--- src/hdl/pemask_pkg.sv ---
/*
  Package for the pin edge interrupt masking block: register offsets,
  field positions, reset values and widths.
  Assumes a 32-bit AXI4-Lite register bus with word-aligned registers.
*/
package pemask_pkg;
  localparam int PEMASK_NPINS = 10;
  localparam int PEMASK_ADDR_W = 12;
  // Printed offsets are not all multiples of four: they are indices
  localparam logic [7:0] PEMASK_IDX_FALL18 = 8'h4f;
  localparam logic [7:0] PEMASK_IDX_RISE18 = 8'h50;
  localparam logic [7:0] PEMASK_IDX_PIN910 = 8'h51;
  localparam logic [7:0] PEMASK_IDX_INSTAT1 = 8'h60;
  localparam logic [7:0] PEMASK_IDX_INSTAT2 = 8'h61;
  localparam logic [7:0] PEMASK_IDX_IRQSTAT = 8'h62;
  localparam logic [7:0] PEMASK_IDX_IRQMASK = 8'h63;
  localparam logic [7:0] PEMASK_IDX_NVMLOAD = 8'h64;
  localparam logic [7:0] PEMASK_RST_MASK = 8'h00;
  localparam logic [3:0] PEMASK_RST_IRQMASK = 4'h0;
  // Bits of the pins nine and ten register
  localparam int PEMASK_B_FALL9 = 0;
  localparam int PEMASK_B_FALL10 = 1;
  localparam int PEMASK_B_RISE9 = 3;
  localparam int PEMASK_B_RISE10 = 4;
  // Bits of the summary event status register
  localparam int PEMASK_EV_FALL18 = 0;
  localparam int PEMASK_EV_RISE18 = 1;
  localparam int PEMASK_EV_FALL910 = 2;
  localparam int PEMASK_EV_RISE910 = 3;
  localparam logic [1:0] PEMASK_RESP_OKAY = 2'b00;
  localparam logic [1:0] PEMASK_RESP_SLVERR = 2'b10;

  function automatic logic [7:0] pemask_idx(input logic [PEMASK_ADDR_W-1:0] a);
    return a[9:2];
  endfunction
endpackage

--- src/hdl/pemask_reg_if.sv ---
/*
  Register access bundle between the bus slave and the mask core.
  Assumes both ends run on aclk.
*/
`timescale 1ns/100ps
`default_nettype none
interface pemask_reg_if;
  logic wr_en;
  logic rd_en;
  logic [7:0] idx;
  logic [7:0] wdata;
  logic [7:0] rdata;
  logic hit;
  modport slave (output wr_en, rd_en, idx, wdata, input rdata, hit);
  modport core (input wr_en, rd_en, idx, wdata, output rdata, hit);
endinterface
`default_nettype wire

--- src/hdl/pemask_axil.sv ---
/*
  AXI4-Lite slave turning bus cycles into one-cycle register strobes.
  Assumes one outstanding write and one outstanding read.
*/
`timescale 1ns/100ps
`default_nettype none
module pemask_axil
  import pemask_pkg::*;
(
  // Clock and reset
  input wire logic aclk,
  input wire logic aresetn,
  // Write channels
  input wire logic [PEMASK_ADDR_W-1:0] awaddr,
  input wire logic awvalid,
  output logic awready,
  input wire logic [31:0] wdata,
  input wire logic [3:0] wstrb,
  input wire logic wvalid,
  output logic wready,
  output logic [1:0] bresp,
  output logic bvalid,
  input wire logic bready,
  // Read channels
  input wire logic [PEMASK_ADDR_W-1:0] araddr,
  input wire logic arvalid,
  output logic arready,
  output logic [31:0] rdata,
  output logic [1:0] rresp,
  output logic rvalid,
  input wire logic rready,
  // Core side
  pemask_reg_if.slave rif
);
  logic aw_held_r;
  logic w_held_r;
  logic [PEMASK_ADDR_W-1:0] awaddr_r;
  logic [7:0] wdata_r;
  logic wlane_r;
  logic rd_phase_r;
  logic [PEMASK_ADDR_W-1:0] araddr_r;
  wire aw_take = awvalid && awready;
  wire w_take = wvalid && wready;
  wire wr_go = aw_held_r && w_held_r && !bvalid;
  wire rd_go = rd_phase_r;

  assign awready = !aw_held_r && !bvalid;
  assign wready = !w_held_r && !bvalid;
  assign arready = !rd_phase_r && !rvalid;
  assign rif.wr_en = wr_go && wlane_r && rif.hit;
  assign rif.rd_en = rd_go && !wr_go;
  assign rif.idx = wr_go ? pemask_idx(awaddr_r) : pemask_idx(araddr_r);
  assign rif.wdata = wdata_r;

  always_ff @(posedge aclk) begin
    if (!aresetn) begin
      aw_held_r <= 1'b0;
      w_held_r <= 1'b0;
      awaddr_r <= '0;
      wdata_r <= 8'h00;
      wlane_r <= 1'b0;
      bvalid <= 1'b0;
      bresp <= PEMASK_RESP_OKAY;
    end else begin
      if (aw_take) begin
        aw_held_r <= 1'b1;
        awaddr_r <= awaddr;
      end
      if (w_take) begin
        w_held_r <= 1'b1;
        wdata_r <= wdata[7:0];
        wlane_r <= wstrb[0];
      end
      if (wr_go) begin
        aw_held_r <= 1'b0;
        w_held_r <= 1'b0;
        bvalid <= 1'b1;
        bresp <= rif.hit ? PEMASK_RESP_OKAY : PEMASK_RESP_SLVERR;
      end else if (bvalid && bready) begin
        bvalid <= 1'b0;
      end
    end
  end

  // Read waits one cycle if a write strobe owns the index
  always_ff @(posedge aclk) begin
    if (!aresetn) begin
      rd_phase_r <= 1'b0;
      araddr_r <= '0;
      rvalid <= 1'b0;
      rdata <= 32'h0000_0000;
      rresp <= PEMASK_RESP_OKAY;
    end else begin
      if (arvalid && arready) begin
        rd_phase_r <= 1'b1;
        araddr_r <= araddr;
      end
      if (rd_go && !wr_go) begin
        rd_phase_r <= 1'b0;
        rvalid <= 1'b1;
        rdata <= {24'h000000, rif.rdata};
        rresp <= rif.hit ? PEMASK_RESP_OKAY : PEMASK_RESP_SLVERR;
      end else if (rvalid && rready) begin
        rvalid <= 1'b0;
      end
    end
  end
endmodule // pemask_axil
`default_nettype wire

--- src/hdl/pemask_edge.sv ---
/*
  Edge detector for the ten pins and live input status.
  Assumes pin inputs are synchronous to aclk.
*/
`timescale 1ns/100ps
`default_nettype none
module pemask_edge
  import pemask_pkg::*;
(
  // Clock and reset
  input wire logic aclk,
  input wire logic aresetn,
  // Pins
  input wire logic [PEMASK_NPINS-1:0] pin_in,
  // Detected edges and status
  output logic [PEMASK_NPINS-1:0] fall_ev,
  output logic [PEMASK_NPINS-1:0] rise_ev,
  output logic [PEMASK_NPINS-1:0] level_r
);
  logic primed_r;
  always_ff @(posedge aclk) begin
    if (!aresetn) begin
      level_r <= '0;
      primed_r <= 1'b0;
    end else begin
      level_r <= pin_in;
      primed_r <= 1'b1;
    end
  end
  // No edges until a first sample is held
  assign fall_ev = primed_r ? (level_r & ~pin_in) : '0;
  assign rise_ev = primed_r ? (~level_r & pin_in) : '0;
endmodule // pemask_edge
`default_nettype wire

--- src/hdl/pemask_top.sv ---
/*
  Pin edge interrupt masking block: falling and rising edge masks for
  ten pins, live input status, sticky event status with a read clear,
  and one level interrupt output.
  Assumes an AXI4-Lite master on aclk and nonvolatile defaults that are
  valid while nvm_load is pulsed after reset.
*/
`timescale 1ns/100ps
`default_nettype none
// Summary of operation
// - Unmasked falling edge raises interrupt; masked none
// - Unmasked rising edge raises interrupt; masked none
// - Masks never alter pins one-eight status
// - Masks never alter pins nine-ten status
// - Falling mask of pin n at bit n-1
// - Rising mask register 0x50, reset 0x00
// - Pins nine-ten register 0x51, documented bit layout
// - Reserved bits there read/write, reset zero
// - Mask defaults load from nonvolatile memory
module pemask_top
  import pemask_pkg::*;
(
  // Clock and reset
  input wire logic aclk,
  input wire logic aresetn,
  // AXI4-Lite slave
  input wire logic [PEMASK_ADDR_W-1:0] awaddr,
  input wire logic awvalid,
  output logic awready,
  input wire logic [31:0] wdata,
  input wire logic [3:0] wstrb,
  input wire logic wvalid,
  output logic wready,
  output logic [1:0] bresp,
  output logic bvalid,
  input wire logic bready,
  input wire logic [PEMASK_ADDR_W-1:0] araddr,
  input wire logic arvalid,
  output logic arready,
  output logic [31:0] rdata,
  output logic [1:0] rresp,
  output logic rvalid,
  input wire logic rready,
  // Nonvolatile defaults
  input wire logic nvm_load,
  input wire logic [7:0] nvm_fall18,
  input wire logic [7:0] nvm_rise18,
  input wire logic [7:0] nvm_pin910,
  // Pins and interrupt
  input wire logic [PEMASK_NPINS-1:0] pin_in,
  output logic [PEMASK_NPINS-1:0] pin_edge_irq,
  output logic irq
);
  pemask_reg_if rif ();
  logic [PEMASK_NPINS-1:0] fall_ev;
  logic [PEMASK_NPINS-1:0] rise_ev;
  logic [PEMASK_NPINS-1:0] level_r;
  logic [7:0] fall18_r;
  logic [7:0] rise18_r;
  logic [7:0] pin910_r;
  logic [3:0] evstat_r;
  logic [3:0] evstat_nxt;
  logic [3:0] evmask_r;
  logic [PEMASK_NPINS-1:0] fall_msk;
  logic [PEMASK_NPINS-1:0] rise_msk;
  logic [PEMASK_NPINS-1:0] fall_pass;
  logic [PEMASK_NPINS-1:0] rise_pass;
  logic [3:0] ev_set;

  pemask_axil u_axil (
    .aclk(aclk), .aresetn(aresetn),
    .awaddr(awaddr), .awvalid(awvalid), .awready(awready),
    .wdata(wdata), .wstrb(wstrb), .wvalid(wvalid), .wready(wready),
    .bresp(bresp), .bvalid(bvalid), .bready(bready),
    .araddr(araddr), .arvalid(arvalid), .arready(arready),
    .rdata(rdata), .rresp(rresp), .rvalid(rvalid), .rready(rready),
    .rif(rif)
  );

  pemask_edge u_edge (
    .aclk(aclk), .aresetn(aresetn), .pin_in(pin_in),
    .fall_ev(fall_ev), .rise_ev(rise_ev), .level_r(level_r)
  );

  // Per-pin mask vectors from the three registers
  assign fall_msk = {pin910_r[PEMASK_B_FALL10], pin910_r[PEMASK_B_FALL9], fall18_r};
  assign rise_msk = {pin910_r[PEMASK_B_RISE10], pin910_r[PEMASK_B_RISE9], rise18_r};
  assign fall_pass = fall_ev & ~fall_msk;
  assign rise_pass = rise_ev & ~rise_msk;

  assign ev_set[PEMASK_EV_FALL18] = |fall_pass[7:0];
  assign ev_set[PEMASK_EV_RISE18] = |rise_pass[7:0];
  assign ev_set[PEMASK_EV_FALL910] = |fall_pass[9:8];
  assign ev_set[PEMASK_EV_RISE910] = |rise_pass[9:8];

  wire sel_fall18 = rif.idx == PEMASK_IDX_FALL18;
  wire sel_rise18 = rif.idx == PEMASK_IDX_RISE18;
  wire sel_pin910 = rif.idx == PEMASK_IDX_PIN910;
  wire sel_in1 = rif.idx == PEMASK_IDX_INSTAT1;
  wire sel_in2 = rif.idx == PEMASK_IDX_INSTAT2;
  wire sel_stat = rif.idx == PEMASK_IDX_IRQSTAT;
  wire sel_imask = rif.idx == PEMASK_IDX_IRQMASK;
  wire sel_nvm = rif.idx == PEMASK_IDX_NVMLOAD;
  wire stat_rd = rif.rd_en && sel_stat;
  wire nvm_go = nvm_load || (rif.wr_en && sel_nvm && rif.wdata[0]);

  assign rif.hit = sel_fall18 | sel_rise18 | sel_pin910 | sel_in1 | sel_in2
                 | sel_stat | sel_imask | sel_nvm;
  // Status comes straight from the pin samples, never from masks
  assign rif.rdata = sel_fall18 ? fall18_r
                   : sel_rise18 ? rise18_r
                   : sel_pin910 ? pin910_r
                   : sel_in1 ? level_r[7:0]
                   : sel_in2 ? {6'h00, level_r[9:8]}
                   : sel_stat ? {4'h0, evstat_r}
                   : sel_imask ? {4'h0, evmask_r}
                   : 8'h00;

  // Set wins over the read clear
  assign evstat_nxt = (stat_rd ? 4'h0 : evstat_r) | ev_set;

  always_ff @(posedge aclk) begin
    if (!aresetn) begin
      fall18_r <= PEMASK_RST_MASK;
      rise18_r <= PEMASK_RST_MASK;
      pin910_r <= PEMASK_RST_MASK;
    end else if (nvm_go) begin
      fall18_r <= nvm_fall18;
      rise18_r <= nvm_rise18;
      pin910_r <= nvm_pin910;
    end else if (rif.wr_en) begin
      if (sel_fall18) fall18_r <= rif.wdata;
      if (sel_rise18) rise18_r <= rif.wdata;
      if (sel_pin910) pin910_r <= rif.wdata;
    end
  end

  always_ff @(posedge aclk) begin
    if (!aresetn) begin
      evstat_r <= 4'h0;
      evmask_r <= PEMASK_RST_IRQMASK;
      pin_edge_irq <= '0;
    end else begin
      evstat_r <= evstat_nxt;
      pin_edge_irq <= fall_pass | rise_pass;
      if (rif.wr_en && sel_imask) evmask_r <= rif.wdata[3:0];
    end
  end

  assign irq = |(evstat_r & ~evmask_r);
endmodule // pemask_top
`default_nettype wire

--- config.mk ---
export PLATFORM = sky130hd
export DESIGN_NAME = pemask_top
export DESIGN_NICKNAME = d
export VERILOG_FILES = /design/src/hdl/pemask_pkg.sv /design/src/hdl/pemask_reg_if.sv /design/src/hdl/pemask_axil.sv /design/src/hdl/pemask_edge.sv /design/src/hdl/pemask_top.sv
export SDC_FILE = /design/constraint.sdc
export NUM_CORES = 1
export LEC_CHECK = 0
export BUFFER_PORTS_ARGS = -buffer_cell sky130_fd_sc_hd__buf_4
export CORE_AREA = 4 4 107 109
export CTS_BUF_LIST = sky130_fd_sc_hd__clkbuf_8 sky130_fd_sc_hd__clkbuf_16
export DETAILED_ROUTE_END_ITERATION = 8
export DIE_AREA = 0 0 111 113
export PLACE_DENSITY = 0.72
export SYNTH_ARGS = -nofsm -noshare
export SYNTH_HDL_FRONTEND = slang
export SYNTH_HIERARCHICAL = 1
export SYNTH_SLANG_ARGS = --single-unit
--- constraint.sdc ---
create_clock -name aclk -period 4.8 [get_ports aclk]
set_input_delay 0.48 -clock aclk [delete_from_list [all_inputs] [get_ports aclk]]
set_output_delay 0.48 -clock aclk [all_outputs]
set_load 0.03 [all_outputs]
Word level (Yosys, flattened, before mapping)
Cells that the tools add are included.
Storage, ports and cells
  bits of input ports: 102
  latch bits: 0
  memories kept: 0
  bits in registers: 99
  logic and storage cells: 114
  memory bits (writable): 0
  bits in read-only memories: 0
  output and inout bits: 52
Operators by class
  muxes and demuxes: 26
  bitwise logic cells: 20
  $lt $le $gt $ge: 0
  eq/ne operators: 8
  add/sub/neg operators: 0
  divide/modulo/power cells: 0
  shift operators: 0
  reduce and logical (&&, ||, !) cells: 40
  $mul: 0
Operator list (number)
  8-bit two-way mux: 14
  8-bit by 7-bit equality test with 1-bit output, second input constant: 8
  10-bit bitwise AND: 4
  10-bit NOT: 4
  10-bit two-way mux: 2
  1-bit logical AND: 17
  4-bit two-way mux: 4
  8-bit OR reduction: 2
  2-bit nonzero test: 6
  10-bit OR: 1
  2-bit OR reduction: 4
  1-bit OR: 7
  1-bit zero test: 6
  2-bit AND reduction: 3
  1-bit two-way mux: 5
  4-bit bitwise AND: 1
  4-bit NOT: 1
  4-bit OR: 1
  4-bit OR reduction: 1
  2-bit two-way mux: 1
  1-bit logical OR: 1
  1-bit NOT: 1

Depth between registers and ports, before layout
  depth in word-level cells: 17
  gate-level depth with buffers: 17

Hierarchy
Netlist, hierarchy kept.
By module, submodules not included
  pemask_top: area each 2278.4 µm², cells each 277, times used 1
  pemask_axil: area each 1904.3 µm², cells each 203, times used 1
  pemask_edge: area each 480.5 µm², cells each 43, times used 1

Worst setup path after synthesis
Ideal clock, no wire load.
  kind: register to register
  from: register u_axil.bvalid
  to: register pin910_r[5]
  setup slack: 1.235 ns
  cell stages (with the launch flop): 18
  data arrival time: 3.491 ns
  library setup time: 0.074 ns
  buffers on the path: 5
  path through: dfxtp_1 -> nand3b_4 -> buf_6 -> buf_8 -> nand2_1 -> nand2_1 -> or4b_1 -> buf_2 -> or2_2 -> nand2b_1 -> a31o_2 -> and3_1 -> nand3_1 -> nor4_1 -> a21oi_1 -> clkbuf_1 -> clkbuf_1 -> a31oi_1
Between the ends
  word-level cells in the longest chain between the ends: 17
  elaborated cells on any way between the ends: 27
Ends and longest elaborated chain
  start: declaration: line pemask_axil.sv:22  | output logic bvalid,
  start signal: assignment: line pemask_axil.sv:62  | bvalid <= 1'b0;
  start signal: assignment: line pemask_axil.sv:77  | bvalid <= 1'b1;
  start signal: assignment: line pemask_axil.sv:80  | bvalid <= 1'b0;
  1-bit zero test (*): line pemask_axil.sv:44  | wire wr_go = aw_held_r && w_held_r && !bvalid;
  1-bit logical AND (*): line pemask_axil.sv:44
  8-bit two-way mux (*): line pemask_axil.sv:52  | assign rif.idx = wr_go ? pemask_idx(awaddr_r) : pemask_idx(araddr_r);
  via rif.idx[4]: line pemask_reg_if.sv:10  | logic [7:0] idx;
  8-bit by 7-bit equality test with 1-bit output, on equally long branches: line pemask_top.sv:96, pemask_top.sv:97
  1-bit OR (4 in series): line pemask_top.sv:107  | assign rif.hit = sel_fall18 | sel_rise18 | sel_pin910 | sel_in1 | sel_in2
  1-bit OR (2 in series): line pemask_top.sv:108  | | sel_stat | sel_imask | sel_nvm;
  1-bit OR (*): line pemask_top.sv:108
  via rif.hit: line pemask_reg_if.sv:13  | logic hit;
  1-bit logical AND (*): line pemask_axil.sv:50  | assign rif.wr_en = wr_go && wlane_r && rif.hit;
  via rif.wr_en: line pemask_reg_if.sv:8  | logic wr_en;
  1-bit logical AND (2 in series): line pemask_top.sv:105  | wire nvm_go = nvm_load || (rif.wr_en && sel_nvm && rif.wdata[0]);
  1-bit logical OR: line pemask_top.sv:105
  2-bit nonzero test (no line)
  2-bit AND reduction (no line)
  end signal: assignment: line pemask_top.sv:130  | pin910_r <= nvm_pin910;
  end signal: assignment: line pemask_top.sv:134  | if (sel_pin910) pin910_r <= rif.wdata;
  end: declaration: line pemask_top.sv:60  | logic [7:0] pin910_r;
The timed path passes the listed nets; every way through them passes the cells marked *.
A chain may end at the register's enable or synchronous reset.

Worst setup path in the final report
  from: register u_axil.w_held_r
  to: register pin910_r[0]
Between the ends
  word-level cells in the longest chain between the ends: 17
  elaborated cells on any way between the ends: 27
Ends and longest elaborated chain
  start: declaration: line pemask_axil.sv:36  | logic w_held_r;
  start signal: assignment: line pemask_axil.sv:58  | w_held_r <= 1'b0;
  start signal: assignment: line pemask_axil.sv:70  | w_held_r <= 1'b1;
  start signal: assignment: line pemask_axil.sv:76  | w_held_r <= 1'b0;
  1-bit logical AND (*) (2 in series): line pemask_axil.sv:44
  8-bit two-way mux (*): line pemask_axil.sv:52
  via rif.idx[4]: line pemask_reg_if.sv:10
  8-bit by 7-bit equality test with 1-bit output, on equally long branches: line pemask_top.sv:96, pemask_top.sv:97
  1-bit OR (4 in series): line pemask_top.sv:107
  1-bit OR (2 in series): line pemask_top.sv:108
  1-bit OR (*): line pemask_top.sv:108
  via rif.hit: line pemask_reg_if.sv:13
  1-bit logical AND (*): line pemask_axil.sv:50
  via rif.wr_en: line pemask_reg_if.sv:8
  1-bit logical AND (2 in series): line pemask_top.sv:105
  1-bit logical OR: line pemask_top.sv:105
  2-bit nonzero test (no line)
  2-bit AND reduction (no line)
Marks and branches as above.

==> run metrics <==
status=completed; final count of negative-setup-slack endpoints=0; largest net degree at the start of global routing=84; Final Max Tran Viols=0; Max Clk Rate=0.236 GHz; number of flops mapped to enable cells by yosys=0; Core Region=10600 um^2; leakage=2.36 nW; first-pass GRT wire length=19200 um; critical path arrival=4.48 ns; Tmin final=4.23 ns; IO Pins=154; DRC=0; vias in the first global route=3730; clk root buf=clkbuf_8; IO Port Bufs=92; Placed Cells=728; Worst Reg-to-Reg Cells=14; fill count=1011; post-route cell area=5470 um^2; Max-Slew Margin vs Limit=19.7%; WS Path Type=reg2reg; hold buffers post-CTS=0; sequential area share after synthesis=39.9%; Worst path max stage delay=0.63 ns; post-cts repair resize count=0; period utilisation layout=88.2%; Synth Cell Area=4660 um^2; R2R Setup Slk=0.57 ns; row count=38; DP HPWL=9210 um; setup tns final=0 ns; DR vias=3836; Crit Reg-Reg Startpoint=u_axil/w_held_r; Hold Startpoint=pin_in[1]; PwrDens=306 nW/um^2; required time of the critical path=5.04 ns; RSZ-0062 raised after global routing=no; Remaining Overflow, GRT=0; crit path launch=u_axil/w_held_r; Antenna Cells=0; ys async rst share=0%; Reg clk slew, reported paths=0.09 ns; CP Max Fanout=28; max-cap viol count=0; # H-tree levels=3; Hold Path Sink=u_edge/level_r[1]; share of cells above drive strength 1=21.4%; fin cells=744; CTS Sinks=93; Primary FF master, synth=dfxtp_1; Worst-Margin Slew=1.20 ns; reg-to-reg endpoint=pin910_r[0]; Antenna Nets Post-Route=0; Synthesis Warnings=6; CP dominant cell by count=nand2_1; Layout Skew=0.0127 ns; slowest CP cell=or4b_1; Die H=113 um; routed wl met2=5650 um; most frequent cell after synthesis=dfxtp_1; Mapped Cells=523; synthesis-stage register bit count=93; top post-synthesis cells by count=dfxtp_1, nand2_1, mux2i_1, a21oi_1, buf_4; # nets final=701; die area=12500 um^2; vias per cell=5.16; CTS tree=yes; Mean Syn Cell Area=8.92 um^2; Final Hold Fails=0; placed inst area=5270 um^2; antenna violations before repair=0; WHS Path Cells=2; Die Span X=111 um; met3 routed WL=598 um; 1st-iter DRT viols=176; Synth area leaders=dfxtp_1, mux2i_1, buf_4; HP Class=in2reg; Clock Latency Late Sink=0.36 ns; Synth top area share=39.9%; Routed wire per std cell=16.3 um; Total GRT Usage=18.9%; post-CTS setup buffers=0; P&R area growth vs syn=17.2%; WL final=12100 um; Max clock buf depth=2; max layer used=met4; Starting Density=44.0%; Worst VDD drop=140 uV; critical-path cell list=and3b_1 -> nand2_1 -> nand2_1 -> or4b_1 -> or2_2 -> nand2b_1 -> a31o_2 -> and3_1 -> nand3_1 -> nor4_1 -> a21oi_2 -> buf_4 -> o21ai_0 -> a31oi_1; crit end category=flop; Util after Layout=51.5%; startpoint types=flop; M1 wire length=5710 um; cell taking the most area after synthesis=dfxtp_1; number of buffers created by CTS=9; GP Congestion=0.902; Cell variety after synth=54; drt first pass iters=4
[worst max path at each step]
| stage | end | slack [ns] |
|---|---|---|
| 6_report | pin910_r[0] | 0.57 |
| 3_5_place_dp | pin910_r[0] | 0.62 |
| 4_1_cts | pin910_r[0] | 0.59 |
| 3_3_place_gp | pin910_r[4] | 0.70 |
| 5_1_grt | pin910_r[0] | 0.24 |
| 2_1_floorplan | pin910_r[5] | 1.24 |
[sequential cells by signal, indices dropped and copies added, names as in the netlist]
signal,count
u_axil/w_held_r,1
u_axil/rresp,1
u_axil/rd_go,1
u_axil/rdata,8
pin_edge_irq,10
fall18_r,8
u_axil/bresp,1
u_axil/awaddr_r,8
u_edge/primed_r,1
evmask_r,4
u_axil/rvalid,1
u_axil/aw_held_r,1
evstat_r,4
u_axil/wlane_r,1
pin910_r,8
u_edge/level_r,10
u_axil/rif.wdata,8
u_axil/araddr_r,8
rise18_r,8
u_axil/bvalid,1
[placed cells by master (no fill, tap or decap), types with 10 or more instances in the layout]
master    Yosys  final
nor2_1       23     23
nand2b_1     21     21
and3b_1      21     21
conb_1        1     26
nand4_1      13     13
mux2i_1      51     51
dfxtp_1      93     93
nor2b_1      28     28
buf_4        30     96
clkbuf_8      0     10
a21oi_1      35     34
a31oi_1      11     11
and2_1       12     12
nand2_1      55     55
o21ai_0      29     29
[kinds of logic (layout without fill, tap and decap cells)]
| logic type | count (synthesis) | after routing | synth area share, % |
|---|---|---|---|
| AO/OA/AOI/OAI | 110 | 110 | 13.7 |
| buffers and inverters | 64 | 120 | 9.04 |
| flip-flops | 93 | 93 | 39.9 |
| multiplexers | 51 | 51 | 10.9 |
| other | 1 | 26 | 0.0804 |
| AND/OR/NAND/NOR | 204 | 204 | 26.3 |
[through the flow]
stage / hold WS, ns / power, W / setup WS (ns)
CTS: 0.333 / 0.00168 / 0.593
finish: 0.342 / 0.00167 / 0.568
global placement: 0.445 / 0.00116 / 0.702
detailed placement: 0.451 / 0.00117 / 0.620
floorplan: 0.448 / 0.00108 / 1.24
global route: 0.339 / 0.00174 / 0.236
[cell type report]
type / count / area, um^2 / area share (%)
clock buffers: 10 / 138 / 2.52
inverters: 8 / 30.0 / 0.549
flip-flops and latches: 93 / 1860 / 34.1
clock inverters: 6 / 62.6 / 1.14
multi-input cells: 391 / 2480 / 45.3
well taps: 140 / 175 / 3.21
repair buffers: 96 / 721 / 13.2
[critical path: cells and delay by family (launching register included)]
kind | cells | cell delay (ns)
AO/OA/AOI/OAI | 4 | 0.75
buffers and inverters | 1 | 0.30
flip-flops | 1 | 0.46
AND/OR/NAND/NOR | 9 | 2.60
[routing by layer]
metal  track usage [%]  vias up
met2              30.1      110
met3              3.26       12
li1                  -     1933
met1              26.7     1781
met5                 0        -
met4              4.76        0
[power breakdown]
group          internal [W]  switching [W]
clock              0.000254       0.000266
sequential         0.000817      0.0000469
combinational      0.000123       0.000163
No activity file was read; power rests on OpenSTA's default activity.
